File: config.mk
export PLATFORM = sky130hd
export DESIGN_NAME = bcx_exec
export DESIGN_NICKNAME = d
export VERILOG_FILES = /design/src/design/bcx_pkg.sv /design/src/design/bcx_alu.sv /design/src/design/bcx_exec.sv
export SDC_FILE = /design/constraint.sdc
export NUM_CORES = 1
export LEC_CHECK = 0
export BUFFER_PORTS_ARGS = -buffer_cell sky130_fd_sc_hd__buf_2
export CAP_MARGIN = 0
export CORE_ASPECT_RATIO = 0.75
export CORE_MARGIN = 3
export CORE_UTILIZATION = 52
export CTS_CLUSTER_SIZE = 12
export DETAILED_ROUTE_END_ITERATION = 6
export HOLD_SLACK_MARGIN = 0.1
export PLACE_DENSITY = 0.73
export SETUP_SLACK_MARGIN = 0.02
export SLEW_MARGIN = 20
export SYNTH_ARGS = -nofsm -noshare
export SYNTH_HDL_FRONTEND = slang
export SYNTH_SLANG_ARGS = --single-unit
File: constraint.sdc
create_clock -name clk -period 4.1 [get_ports clk]
set_clock_uncertainty 0.15 [all_clocks]
set_input_delay 0 -clock clk [delete_from_list [all_inputs] [get_ports clk]]
set_output_delay 0 -clock clk [all_outputs]
set_load 0.05 [all_outputs]
File: src/design/bcx_pkg.sv
// Shared constants, opcodes and register map of the bit/compare/call execution unit
package bcx_pkg;
    // ************************************************
    // Register map (byte addresses, one word each)
    // ************************************************
    localparam logic [5:0] OFS_CMD = 6'h00;   // Opcode and modifiers, write launches
    localparam logic [5:0] OFS_OPA = 6'h04;   // Base operand
    localparam logic [5:0] OFS_OPB = 6'h08;   // Second operand or literal
    localparam logic [5:0] OFS_FLAGS = 6'h0c; // Status flags, read/write
    localparam logic [5:0] OFS_RESULT = 6'h10; // Written-back value
    localparam logic [5:0] OFS_INFO = 6'h14;  // Busy, skip, cycle count
    localparam logic [5:0] OFS_HOLD = 6'h18;  // Remaining hold-off count
    localparam logic [5:0] OFS_TARGET = 6'h1c; // Call target

    // ************************************************
    // Field positions
    // ************************************************
    localparam int CMD_OP_LSB = 0;     // Opcode [4:0]
    localparam int CMD_POS_LSB = 8;    // Bit position [11:8]
    localparam int CMD_TO_Z = 12;      // Probe result goes to zero flag
    localparam int CMD_NEXT2 = 13;     // Following instruction is two words
    localparam int FLG_C = 0;          // Top spill bit
    localparam int FLG_DC = 1;         // Half spill bit
    localparam int FLG_N = 2;          // Msb of result
    localparam int FLG_OV = 3;         // Range exceed
    localparam int FLG_Z = 4;          // Result nil
    localparam int INFO_BUSY = 0;
    localparam int INFO_SKIP = 1;
    localparam int INFO_CYC_LSB = 2;   // Cycles spent [3:2]
    localparam int INFO_HOLD = 4;

    // ************************************************
    // Reset values and counts
    // ************************************************
    localparam logic [4:0] FLAGS_RST = 5'h00;
    localparam logic [1:0] CYC_PLAIN = 2'h1;  // Single-cycle instruction
    localparam logic [1:0] CYC_CALL = 2'h2;   // Either call form
    localparam logic [1:0] CYC_SKIP1 = 2'h2;  // Skip over one-word instruction
    localparam logic [1:0] CYC_SKIP2 = 2'h3;  // Skip over two-word instruction
    localparam logic [2:0] PRIO_TOP = 3'h7;   // Level never held off

    // Opcodes
    typedef enum logic [4:0] {
        OP_SKIP_CLR = 5'h00, OP_SKIP_SET = 5'h01, OP_PROBE = 5'h02,
        OP_PROBE_SET = 5'h03, OP_CALL_LIT = 5'h04, OP_CALL_IND = 5'h05,
        OP_CMP = 5'h06, OP_CMP_BRW = 5'h07, OP_CMP_ZERO = 5'h08,
        OP_CSK_EQ = 5'h09, OP_CSK_GT = 5'h0a, OP_CSK_LT = 5'h0b,
        OP_CSK_NE = 5'h0c, OP_DEC_ADJ = 5'h0d, OP_HOLD_OFF = 5'h0e
    } op_e;

    // Sequencer states, Gray along idle-first-second-third
    typedef enum logic [1:0] {
        S_IDLE = 2'b00, S_FIRST = 2'b01, S_SECOND = 2'b11, S_THIRD = 2'b10
    } seq_e;
endpackage

File: src/design/bcx_alu.sv
// Combinational datapath: subtract with flags, bit test, decimal adjust
module bcx_alu
    import bcx_pkg::*;
(
    input wire logic [15:0] opa,
    input wire logic [15:0] opb,
    input wire logic [3:0] pos,
    input wire logic cin,
    input wire logic dc_in,
    output logic [4:0] sub_flags,
    output logic bit_val,
    output logic [15:0] bit_set,
    output logic [15:0] daw_res,
    output logic daw_c,
    output logic sgt,
    output logic slt
);
    logic [16:0] diff;  // Extended difference, msb is carry (no borrow)
    logic [4:0] low;    // Low-nibble difference for half spill
    logic [8:0] adj;    // Decimal-adjusted low byte with carry

    // ************************************************
    // Subtract a - b - ~cin, flags as an add of ~b
    // ************************************************
    always_comb begin
        diff = {1'b0, opa} + {1'b0, ~opb} + {16'h0000, cin};
        low = {1'b0, opa[3:0]} + {1'b0, ~opb[3:0]} + {4'h0, cin};
        sub_flags[FLG_C] = diff[16];
        sub_flags[FLG_DC] = low[4];
        sub_flags[FLG_N] = diff[15];
        sub_flags[FLG_OV] = (opa[15] != opb[15]) && (diff[15] != opa[15]);
        sub_flags[FLG_Z] = (diff[15:0] == 16'h0000);
    end

    // Bit picked by position; set variant forces it to one
    assign bit_val = opa[pos];
    assign bit_set = opa | (16'h0001 << pos);

    // ************************************************
    // Packed decimal correction of the low byte
    // ************************************************
    always_comb begin
        adj = {1'b0, opa[7:0]};
        if (dc_in || (adj[3:0] > 4'h9)) begin
            adj = adj + 9'h006;
        end
        if (cin || adj[8] || (adj[7:4] > 4'h9)) begin
            adj = adj + 9'h060;
        end
        daw_res = {opa[15:8], adj[7:0]};
        // Carry only ever sets; a set input carry is not forced back to clear
        daw_c = cin | adj[8] | (opa[7:4] > 4'h9);
    end

    // Signed ordering for the compare-and-skip group
    assign sgt = $signed(opa) > $signed(opb);
    assign slt = $signed(opa) < $signed(opb);
endmodule

File: src/design/bcx_exec.sv
// Top of the execution unit: Avalon-MM slave, sequencer, hold-off counter
module bcx_exec
    import bcx_pkg::*;
#(
    parameter int HOLD_W = 14  // Width of the hold-off count
)
(
    input wire logic clk,
    input wire logic srst,
    input wire logic [5:0] avs_address,
    input wire logic avs_read,
    input wire logic avs_write,
    input wire logic [31:0] avs_writedata,
    input wire logic [3:0] avs_byteenable,
    output logic [31:0] avs_readdata,
    output logic avs_waitrequest,
    input wire logic instr_tick,
    input wire logic irq_req,
    input wire logic [2:0] irq_prio,
    output logic irq_take_q,
    output logic exec_done_q
);
    // ************************************************
    // Declarations
    // ************************************************
    logic wait_q;              // Waitrequest flop, high when idle
    logic [31:0] rdata_q;      // Read data flop
    logic [13:0] cmd_q;        // Last command word
    logic [15:0] opa_q;        // Base operand
    logic [22:0] opb_q;        // Second operand, wide for far target
    logic [4:0] flags_q;       // C, DC, N, OV, Z
    logic [15:0] result_q;     // Written-back value
    logic [22:0] target_q;     // Resolved call target
    logic skip_q;              // Last instruction skipped
    logic [1:0] cyc_q;         // Cycles the last instruction took
    logic [HOLD_W-1:0] hold_q; // Instruction cycles left in hold-off
    seq_e state_q;             // Sequencer state
    logic [1:0] need_q;        // Cycles the current instruction needs
    logic [1:0] spent_q;       // Cycles spent so far
    logic hit;                 // Bus access accepted this cycle
    logic cmd_busy;            // Command write must wait
    logic launch;              // Command write takes effect
    op_e op;                   // Decoded opcode
    logic [3:0] pos;           // Bit position
    logic [4:0] sub_flags;
    logic bit_val;
    logic [15:0] bit_set;
    logic [15:0] daw_res;
    logic daw_c;
    logic sgt;
    logic slt;
    logic [15:0] alu_b;        // Subtrahend after form selection
    logic skip_now;            // Skip condition of the current command
    logic [1:0] need_d;        // Cycle need of the current command

    // Byte-lane merge used by every writable register
    function automatic logic [31:0] be_merge(input logic [31:0] old,
                                             input logic [31:0] wd,
                                             input logic [3:0] be);
        logic [31:0] res;
        res = old;
        for (int i = 0; i < 4; i++) begin
            if (be[i]) begin
                res[i*8 +: 8] = wd[i*8 +: 8];
            end
        end
        return res;
    endfunction

    // ************************************************
    // Datapath
    // ************************************************
    assign op = op_e'(cmd_q[CMD_OP_LSB +: 5]);
    assign pos = cmd_q[CMD_POS_LSB +: 4];
    // Zero compare uses a zero subtrahend
    assign alu_b = (op == OP_CMP_ZERO) ? 16'h0000 : opb_q[15:0];

    bcx_alu u_alu (
        .opa(opa_q),
        .opb(alu_b),
        .pos(pos),
        .cin((op == OP_CMP || op == OP_CMP_ZERO) ? 1'b1 : flags_q[FLG_C]),
        .dc_in(flags_q[FLG_DC]),
        .sub_flags(sub_flags),
        .bit_val(bit_val),
        .bit_set(bit_set),
        .daw_res(daw_res),
        .daw_c(daw_c),
        .sgt(sgt),
        .slt(slt)
    );

    // Skip decision and cycle need
    always_comb begin
        case (op)
            OP_SKIP_CLR: skip_now = !bit_val;
            OP_SKIP_SET: skip_now = bit_val;
            OP_CSK_EQ: skip_now = (opa_q == opb_q[15:0]);
            OP_CSK_GT: skip_now = sgt;
            OP_CSK_LT: skip_now = slt;
            OP_CSK_NE: skip_now = (opa_q != opb_q[15:0]);
            default: skip_now = 1'b0;
        endcase
        if (op == OP_CALL_LIT || op == OP_CALL_IND) begin
            need_d = CYC_CALL;
        end else if (skip_now) begin
            need_d = cmd_q[CMD_NEXT2] ? CYC_SKIP2 : CYC_SKIP1;
        end else begin
            need_d = CYC_PLAIN;
        end
    end

    // ************************************************
    // Avalon-MM slave handshake
    // ************************************************
    // A command write waits while an instruction is still running
    assign cmd_busy = (state_q != S_IDLE) && (avs_address == OFS_CMD);
    assign hit = !wait_q && (avs_read || avs_write);
    assign launch = hit && avs_write && (avs_address == OFS_CMD);

    // Answer one cycle after the request, unless held back
    always_ff @(posedge clk) begin
        if (srst) begin
            wait_q <= 1'b1;
        end else if (wait_q && (avs_read || avs_write) && !(avs_write && cmd_busy)) begin
            wait_q <= 1'b0;
        end else begin
            wait_q <= 1'b1;
        end
    end
    assign avs_waitrequest = wait_q;
    assign avs_readdata = rdata_q;

    // Read data captured as waitrequest drops; unmapped reads as zero
    always_ff @(posedge clk) begin
        if (srst) begin
            rdata_q <= 32'h0000_0000;
        end else if (wait_q && avs_read) begin
            case (avs_address)
                OFS_CMD: rdata_q <= {18'h00000, cmd_q};
                OFS_OPA: rdata_q <= {16'h0000, opa_q};
                OFS_OPB: rdata_q <= {9'h000, opb_q};
                OFS_FLAGS: rdata_q <= {27'h0000000, flags_q};
                OFS_RESULT: rdata_q <= {16'h0000, result_q};
                OFS_INFO: rdata_q <= {27'h0000000, hold_q != '0, cyc_q, skip_q,
                                      state_q != S_IDLE};
                OFS_HOLD: rdata_q <= 32'(hold_q);
                OFS_TARGET: rdata_q <= {9'h000, target_q};
                default: rdata_q <= 32'h0000_0000;
            endcase
        end
    end

    // ************************************************
    // Software-written operand registers
    // ************************************************
    always_ff @(posedge clk) begin
        if (srst) begin
            cmd_q <= 14'h0000;
            opa_q <= 16'h0000;
            opb_q <= 23'h000000;
        end else if (hit && avs_write) begin
            case (avs_address)
                OFS_CMD: cmd_q <= 14'(be_merge(32'(cmd_q), avs_writedata, avs_byteenable));
                OFS_OPA: opa_q <= 16'(be_merge(32'(opa_q), avs_writedata, avs_byteenable));
                OFS_OPB: opb_q <= 23'(be_merge(32'(opb_q), avs_writedata, avs_byteenable));
                default: ;
            endcase
        end
    end

    // ************************************************
    // Sequencer: one state per instruction cycle
    // ************************************************
    always_ff @(posedge clk) begin
        if (srst) begin
            state_q <= S_IDLE;
            need_q <= 2'h0;
            spent_q <= 2'h0;
            exec_done_q <= 1'b0;
        end else begin
            exec_done_q <= 1'b0;
            case (state_q)
                S_IDLE: if (launch) begin
                    state_q <= S_FIRST;
                    spent_q <= 2'h1;
                end
                S_FIRST: begin
                    // Need is fixed in the first cycle, from the operands then present
                    need_q <= need_d;
                    if (need_d == CYC_PLAIN) begin
                        state_q <= S_IDLE;
                        exec_done_q <= 1'b1;
                    end else begin
                        state_q <= S_SECOND;
                        spent_q <= 2'h2;
                    end
                end
                S_SECOND: if (need_q == CYC_SKIP2) begin
                    state_q <= S_THIRD;
                    spent_q <= 2'h3;
                end else begin
                    state_q <= S_IDLE;
                    exec_done_q <= 1'b1;
                end
                S_THIRD: begin
                    state_q <= S_IDLE;
                    exec_done_q <= 1'b1;
                end
                default: state_q <= S_IDLE;
            endcase
        end
    end

    // Outcome of the last instruction, for software to read
    always_ff @(posedge clk) begin
        if (srst) begin
            skip_q <= 1'b0;
            cyc_q <= 2'h0;
        end else if (state_q == S_FIRST) begin
            skip_q <= skip_now;
            cyc_q <= need_d;
        end
    end

    // ************************************************
    // Flags and write-back, taken in the first cycle
    // ************************************************
    always_ff @(posedge clk) begin
        if (srst) begin
            flags_q <= FLAGS_RST;
            result_q <= 16'h0000;
            target_q <= 23'h000000;
        end else if (state_q == S_FIRST) begin
            case (op)
                OP_PROBE, OP_PROBE_SET: begin
                    if (cmd_q[CMD_TO_Z]) begin
                        flags_q[FLG_Z] <= !bit_val;
                    end else begin
                        flags_q[FLG_C] <= bit_val;
                    end
                    // Then-set variant writes the bit back as one
                    result_q <= (op == OP_PROBE_SET) ? bit_set : opa_q;
                end
                OP_CMP, OP_CMP_BRW, OP_CMP_ZERO: flags_q <= sub_flags;
                OP_DEC_ADJ: begin
                    result_q <= daw_res;
                    flags_q[FLG_C] <= daw_c;
                end
                OP_CALL_LIT: target_q <= opb_q;
                OP_CALL_IND: target_q <= {7'h00, opa_q};
                default: ;
            endcase
        end else if (hit && avs_write && avs_address == OFS_FLAGS) begin
            // Software may preset flags, for example carry before a borrow compare
            flags_q <= 5'(be_merge(32'(flags_q), avs_writedata, avs_byteenable));
        end
    end

    // ************************************************
    // Interrupt hold-off counter and gate
    // ************************************************
    always_ff @(posedge clk) begin
        if (srst) begin
            hold_q <= '0;
        end else if (state_q == S_FIRST && op == OP_HOLD_OFF) begin
            hold_q <= opb_q[HOLD_W-1:0];
        end else if (instr_tick && hold_q != '0) begin
            hold_q <= hold_q - 1'b1;
        end
    end

    // Level 0 is a disabled source; top level passes the hold-off
    always_ff @(posedge clk) begin
        if (srst) begin
            irq_take_q <= 1'b0;
        end else begin
            irq_take_q <= irq_req && (irq_prio != 3'h0) &&
                          (hold_q == '0 || irq_prio == PRIO_TOP);
        end
    end
endmodule

==> flow_summary_export.csv, run 1 <==
group,metric,value,unit
outcome,status,"completed",
yosys,syn_area_per_cell,7.92,sq um
route,viasPerCell,6.32,
global_routing,grt_max_degree,73,
sta,maxSlewViolCount,0,
sta,whs,0.117,ns
power,power_leakage,3.90,nW
sta,hold_violations,0,
yosys,syn_area,8610,sq um
worst_setup_path,start_kind,"register",
clock_tree,root_buffer,"clkbuf_16",
floorplan,die_height,117,um
power,p_per_area,361,nW/um^2
sta,fmax,263,MHz
route,drtAntennaViolNets,0,
yosys,yosys_register_bits,142,
sta,slew_headroom,0.343,
route,dr.pass1.iters,6,
yosys,syn_inst,1087,
clock_tree,clock_path_buffers,2,
floorplan,io_pins,86,
floorplan,die-area,18200,sq um
global_routing,antenna_found_initial,0,
route,wl,28800,um
place,hpwl,19600,um
job,cap_violations,0,
global_routing,track_usage,0.311,
sta,period_minus_slack,3.81,ns
clock_tree,cts_inserted_buffers,17,
sta,worst_pin_slew,0.983,ns
finish,drive_gt1_frac,0.141,
yosys,ys_seq_area_frac,0.330,
worst_setup_path,crit_path_end_kind,"register",
route,vias,8885,
global_routing,use_met2,0.445,
global_routing,grt_most_used_layer,"met1",
yosys,ys_dominant_reg_cell,"dfxtp_1",
finish,nets,1256,
clock_tree,insertion_delay,0.44,ns
global_routing,use_met3,0.0805,
floorplan,die_x,155,um
global_routing,use_met1,0.446,
floorplan,core,16100,sq um
route,drc,0,
yosys,ys_types,73,
clock_tree,postCtsSetupBuffers,0,
sta,post-route-period-util,0.928,
sta,grt_setup_unrepaired,"false",
finish,fillers,1380,
clock_tree,clk_pin_slew_worst_paths,0.07,ns
global_routing,grt_pass1_wl,45100,um
floorplan,row_count,40,
global_routing,grt_pass1_vias,8207,
yosys,synth_edf_count,0,
clock_tree,clock_sinks,142,
worst_hold_path,hold_class,"in -> reg",
place,portBuffers,66,
route,first_iter_violations,1151,
yosys,yosysWarnings,0,
place,gp_congestion,0.968,
worst_setup_path,critical_path.max_fanout,4,
global_routing,grt-ovfl-total,0,
route,routedWlPerCell,20.5,um
sta,fin_tns_setup,0,ns
floorplan,start_util,0.534,
finish,area_growth,20.3,%
worst_setup_path,arrival,4.02,ns
finish,antennaDiodeCount,0,
power,ir_drop,0.000252,V
worst_setup_path,critPathRequiredTime,4.31,ns
worst_setup_path,critical_path_class,"reg -> reg",
clock_tree,h-tree-depth,4,
yosys,async_flop_share,0,
sta,setup_viol,0,
clock_tree,cts_tree,"built",
[report_power, final]
part           internal, mW  switching, mW  total [mW]
clock network         0.991          0.706        1.70
registers              1.43         0.0692        1.50
logic                 0.233          0.311       0.544
total                  2.65           1.09        3.74
[through the flow]
| stage | worst slack [ns] | std cells | total power, mW | instance area [sq um] | util |
|---|---|---|---|---|---|
| after floorplan | 0.379 | 1095 | 1.91 | 8640 | - |
| after global placement | 0.307 | 1319 | 2.02 | 9140 | 0.567 |
| after detailed placement | 0.257 | 1319 | 2.03 | 9140 | 0.567 |
| after CTS | 0.242 | 1406 | 3.74 | 10300 | 0.641 |
| after global routing | 0.0279 | 1406 | 3.86 | 10400 | 0.643 |
| final | 0.294 | 1406 | 3.74 | 10400 | 0.643 |
[placed cells by master (no fill, tap or decap), types with 12 or more instances in the layout]
| cell | instances |
|---|---|
| nor4_1 | 14 |
| buf_2 | 65 |
| clkbuf_16 | 17 |
| dfxtp_1 | 142 |
| nand2b_1 | 12 |
| a311oi_1 | 21 |
| a21oi_1 | 76 |
| o21ai_0 | 45 |
| nand2_1 | 135 |
| inv_1 | 20 |
| mux2i_1 | 59 |
| nand3_1 | 32 |
| a211oi_1 | 12 |
| ha_1 | 20 |
| nor3_1 | 27 |
| buf_4 | 39 |
| xnor2_1 | 35 |
| a22oi_1 | 16 |
| nor2_1 | 136 |
| dlygate4sd3_1 | 55 |
[cells in the mapped netlist, types with 4 or more instances]
cell type | n | area (sq um)
nand4_1 | 7 | 43.8
ha_1 | 20 | 250
nor2b_1 | 10 | 62.6
o21ai_0 | 45 | 225
nand2_1 | 135 | 507
nor3_1 | 27 | 135
and3_1 | 6 | 37.5
a22oi_1 | 16 | 120
a221o_1 | 11 | 110
a31oi_1 | 7 | 43.8
xnor2_1 | 35 | 307
a211oi_1 | 13 | 97.6
and2_1 | 6 | 37.5
nand3_1 | 32 | 160
a21oi_1 | 76 | 380
or3_1 | 8 | 50.1
a21o_1 | 5 | 37.5
dfxtp_1 | 142 | 2840
inv_1 | 20 | 75.1
nand2b_1 | 12 | 75.1
mux2i_1 | 59 | 591
clkbuf_1 | 70 | 263
mux4_2 | 4 | 90.1
a221oi_1 | 5 | 43.8
o21bai_1 | 4 | 30.0
o2bb2ai_1 | 9 | 78.8
mux2_2 | 7 | 78.8
buf_4 | 10 | 75.1
a22o_1 | 11 | 96.3
o31ai_1 | 8 | 60.1
a21boi_0 | 5 | 37.5
xor2_1 | 7 | 61.3
nand3b_1 | 11 | 82.6
nor4_1 | 15 | 93.8
a311oi_1 | 21 | 184
nor2_1 | 139 | 522
buf_2 | 6 | 30.0
[timing repair]
item	CTS	global route
gates resized for setup	0	6
endpoints found under the hold margin	93	0
setup endpoints to repair	0	8
hold buffers	55	0
[worst paths after layout]
check | from | end | slack, ns | cells past startpoint
worst min-delay path | avs_byteenable[0] | cmd_q[7] | 0.12 | 6
worst min register to register | avs_readdata[0] | avs_readdata[0] | 0.30 | 2
worst max-delay path | cmd_q[0] | flags_q[3] | 0.29 | 11
worst max register to register | cmd_q[0] | flags_q[3] | 0.29 | 11
[logic make-up (layout without fill, tap and decap cells)]
group / Yosys count / count (layout) / synth area share
AO/OA/AOI/OAI: 269 / 269 / 0.217
XOR/XNOR: 42 / 42 / 0.0427
adder cells (fa/ha/maj): 22 / 22 / 0.0337
buffers and inverters: 110 / 211 / 0.0540
flip-flops: 142 / 142 / 0.330
multiplexers: 70 / 70 / 0.0882
other: 1 / 9 / 0.000435
AND/OR/NAND/NOR: 431 / 431 / 0.233
[area by class of cell]
type	count	area, sq um	share of cell area
Sequential cell	142	2840	0.274
Clock buffer	17	425	0.0411
Clock inverter	15	211	0.0204
Inverter	20	75.1	0.00725
Multi-Input combinational cell	843	5370	0.519
Tap cell	210	263	0.0254
Timing Repair Buffer	159	1170	0.113
[worst max-delay path, cell delays in order (launching register included)]
cell and delay [ns]:
dfxtp_1 0.35, or4b_1 0.60, a21o_1 0.24, o21bai_1 0.23
fa_1 0.26, a211oi_1 0.11, o21ai_0 0.50, a2111oi_2 0.19
o41ai_2 0.49, xnor2_1 0.14, or3_1 0.31, a31oi_1 0.16
[sequential cells by signal, summed over array words and instances (netlist names)]
register,flops
avs_readdata,23
result_q,16
irq_take_q,1
hold_q,14
exec_done_q,1
opa_q,16
flags_q,5
cmd_q,14
opb_q,23
skip_q,1
avs_waitrequest,1
state_q,2
target_q,23
cyc_q,2
[per-layer routing]
metal,up-vias,share of wire
met5,-,0
met2,506,0.42
li1,4098,-
met1,4200,0.44
met4,0,0.033
met3,81,0.11
No activity file was read; power rests on OpenSTA's default activity.
==> inputs of run 2 (changes only) <==
Settings changed: ABC_AREA set to 1, CORE_MARGIN 3 to 2.
==> run 2 against run 1 <==
  * Worst setup slack improved by 0.17 ns
  * Hold slack gained 0.024 ns
  * Power grew 1.2%
  * Global-route usage grew 2.3 points
  * Sequential power barely moved
  * Sequential share of layout area grew 1.1 points
  * Fmax increased by 4.6%
  * Wire length shrank 1.2%
  * Clock power shrank 9%
  * Clock-buffer cell count unchanged
==> flow_summary_export.csv, run 2 <==
group,metric,value,unit
outcome,status,"completed",
power,pwr-share-comb,0.195,
clock_tree,postCtsSetupBuffers,0,
worst_setup_path,crit_slowest_cell,"dfxtp_1",
clock_tree,clock_path_buffers,2,
route,drtAntennaViolNets,0,
yosys,yosysTopAreaCell,"dfxtp_1",
job,cap_violations,0,
yosys,yosys_register_bits,142,
finish,fillers,1483,
yosys,ys_top_cells_by_area,"dfxtp_1, nand2_1, a21oi_1, o21ai_0, inv_1",
clock_tree,clk_pin_slew_worst_paths,0.07,ns
global_routing,antenna_found_initial,0,
worst_setup_path,r2r-start,"cmd_q[4]",
sta,maxSlewViolCount,0,
place,gp_congestion,1.01,
worst_setup_path,reg2reg_to,"flags_q[4]",
route,drc,0,
global_routing,grt-ovfl-total,0,
sta,period_minus_slack,3.64,ns
worst_setup_path,critical_path.max_fanout,16,
worst_setup_path,critical_path_class,"reg -> reg",
worst_setup_path,slowest_delay,0.44,ns
finish,layout_common_cells,"nand2_1, dfxtp_1, inv_1",
route,routedWlPerCell,17.5,um
clock_tree,cts_tree,"built",
finish,drive_gt1_frac,0.0998,
worst_hold_path,hold_class,"in -> reg",
floorplan,start_util,0.529,
global_routing,track_usage,0.334,
sta,slew_headroom,0.360,
yosys,synth.most_common_cell,"nand2_1",
finish,fin_util,0.623,
route,viasPerCell,5.79,
route,first_iter_violations,1102,
power,p_sw,1.23,mW
yosys,yosysWarnings,0,
floorplan,io_pins,86,
floorplan,core,16000,sq um
floorplan,row_count,40,
sta,setup_viol,0,
sta,fin_tns_setup,0,ns
clock_tree,clock_sinks,142,
finish,antennaDiodeCount,0,
yosys,syn_area,8450,sq um
worst_setup_path,crit_path_end_kind,"register",
yosys,ys_seq_area_frac,0.336,
sta,post-route-period-util,0.887,
finish,layout_commonest_cell,"nand2_1",
yosys,syn_area_per_cell,6.46,sq um
sta,worst_pin_slew,0.957,ns
route,vias,9395,
floorplan,die_x,151,um
route,wl,28500,um
worst_hold_path,min_to,"state_q[0]",
yosys,ys_dominant_reg_cell,"dfxtp_1",
yosys,synth_top_area_frac,0.336,
place,hpwl,20700,um
power,ir_drop,0.000238,V
power,p_clk_frac,0.409,
global_routing,grt_pass1_vias,8258,
worst_setup_path,arrival,3.84,ns
yosys,async_flop_share,0,
worst_setup_path,critPathRequiredTime,4.31,ns
global_routing,grt_pass1_wl,44500,um
route,dr.pass1.iters,7,
power,p_per_area,380,nW/um^2
sta,grt_setup_unrepaired,"false",
worst_setup_path,path_common_cell,"nand2_1",
yosys,syn_inst,1307,
finish,nets,1473,
clock_tree,cts_inserted_buffers,17,
power,sw_frac_of_total,0.326,
clock_tree,insertion_delay,0.43,ns
sta,hold_violations,0,
yosys,synth_edf_count,0,
worst_setup_path,path_cells,"nor3_2 > nand2_2 > nand2_1 > inv_2 > o21ai_2 > fa_1 > inv_1 > fa_1 > o21ai_1 > nand2_1 > nand2_1 > nand2_1 > nand2_1 > nand2_1 > nand2_1 > nand3_1 > nor2_1 > nand4_1 > a21oi_1",
worst_hold_path,whs_path_depth,7,
yosys,ys_types,47,
sta,fmax,275,MHz
yosys,synth_commonest_cells,"nand2_1, dfxtp_1, inv_1",
power,p_seq_frac,0.396,
worst_hold_path,min_from,"avs_address[0]",
place,portBuffers,66,
floorplan,die_height,114,um
floorplan,die-area,17300,sq um
worst_setup_path,start_kind,"register",
power,power_leakage,4.23,nW
sta,whs,0.141,ns
worst_setup_path,reg2reg_slack,0.46,ns
power,p_int,2.55,mW
worst_setup_path,r2r_cells,19,
finish,area_growth,17.7,%
global_routing,grt_max_degree,55,
clock_tree,h-tree-depth,4,
clock_tree,root_buffer,"clkbuf_16",
finish,multi_input_area,4800,sq um
finish,seqCellArea,2840,sq um
run 2: cell count changes in the layout (fill, tap and decap cells not counted), moves of 12 or more:
cell	previous run	this run
inv_1	20	137
nand2_1	135	348
nor3_1	27	7
nand3_1	32	59
nor2_1	136	122
nand2b_1	12	0
xnor2_1	35	4
buf_4	39	13
nor4_1	14	1
mux2i_1	59	0
a31oi_1	7	35
a311oi_1	21	0
a21oi_1	76	128
o21ai_0	45	112
run 2: worst max path at each step:
| stage | from | to |
|---|---|---|
| floorplan | cmd_q[4] | flags_q[4] |
| global placement | cmd_q[4] | flags_q[4] |
| detailed placement | cmd_q[4] | flags_q[4] |
| CTS | cmd_q[4] | flags_q[4] |
| global route | cmd_q[4] | flags_q[4] |
| finish | cmd_q[4] | flags_q[4] |
run 2: cells by family (layout without fill, tap and decap cells):
logic type / Yosys count / count (layout) / share of synthesized area
flip-flops: 142 / 142 / 0.336
XOR/XNOR: 18 / 18 / 0.0187
buffers and inverters: 208 / 306 / 0.0998
other: 1 / 9 / 0.000444
AND/OR/NAND/NOR: 572 / 572 / 0.280
adder cells (fa/ha/maj): 22 / 22 / 0.0344
AO/OA/AOI/OAI: 344 / 344 / 0.231
run 2: layout make-up:
cell class,instances,area share
multi-input cells,965,0.483
well taps,210,0.0264
flip-flops and latches,142,0.286
clock inverters,15,0.0152
clock buffers,17,0.0428
inverters,147,0.0555
repair buffers,127,0.0913
run 2: power groups by stage:
| stage | clock (mW) | sequential (mW) | combinational (mW) |
|---|---|---|---|
| floorplan | 0 | 1.53 | 0.509 |
| global placement | 0 | 1.52 | 0.675 |
| detailed placement | 0 | 1.53 | 0.681 |
| CTS | 1.55 | 1.50 | 0.715 |
| global route | 1.62 | 1.51 | 0.819 |
| finish | 1.55 | 1.50 | 0.738 |
run 2: per-stage QoR:
stage / std cells / worst slack (ns) / total power [mW] / cell area (sq um)
2_1_floorplan: 1315 / 1.10 / 2.03 / 8480
5_1_grt: 1623 / 0.200 / 3.94 / 9950
4_1_cts: 1623 / 0.342 / 3.76 / 9940
3_5_place_dp: 1543 / 0.356 / 2.21 / 8880
6_report: 1623 / 0.462 / 3.78 / 9950
3_3_place_gp: 1543 / 0.503 / 2.20 / 8880
run 2: layer usage:
metal	wire length (um)	track usage	up-vias	part of all wire
met5	0	0	-	0
met2	11800	0.483	524	0.41
met3	2950	0.0725	72	0.10
met4	791	0.104	0	0.028
li1	-	-	4529	-
met1	12900	0.494	4270	0.45
run 2: repair_timing:
action                                  in CTS  in global routing
gates resized for setup                      0                  1
endpoints found under the setup margin       0                  2
endpoints found under the hold margin      118                  0
hold buffers                                48                  0
run 2: critical path: cells and delay by family, from the launching register on:
kind | cells | cell delay (ns)
AOI/OAI and AO/OA | 3 | 0.75
adders and majority gates | 2 | 0.67
buffers and inverters | 2 | 0.13
DFF | 1 | 0.44
and+or+nand+nor | 12 | 1.43
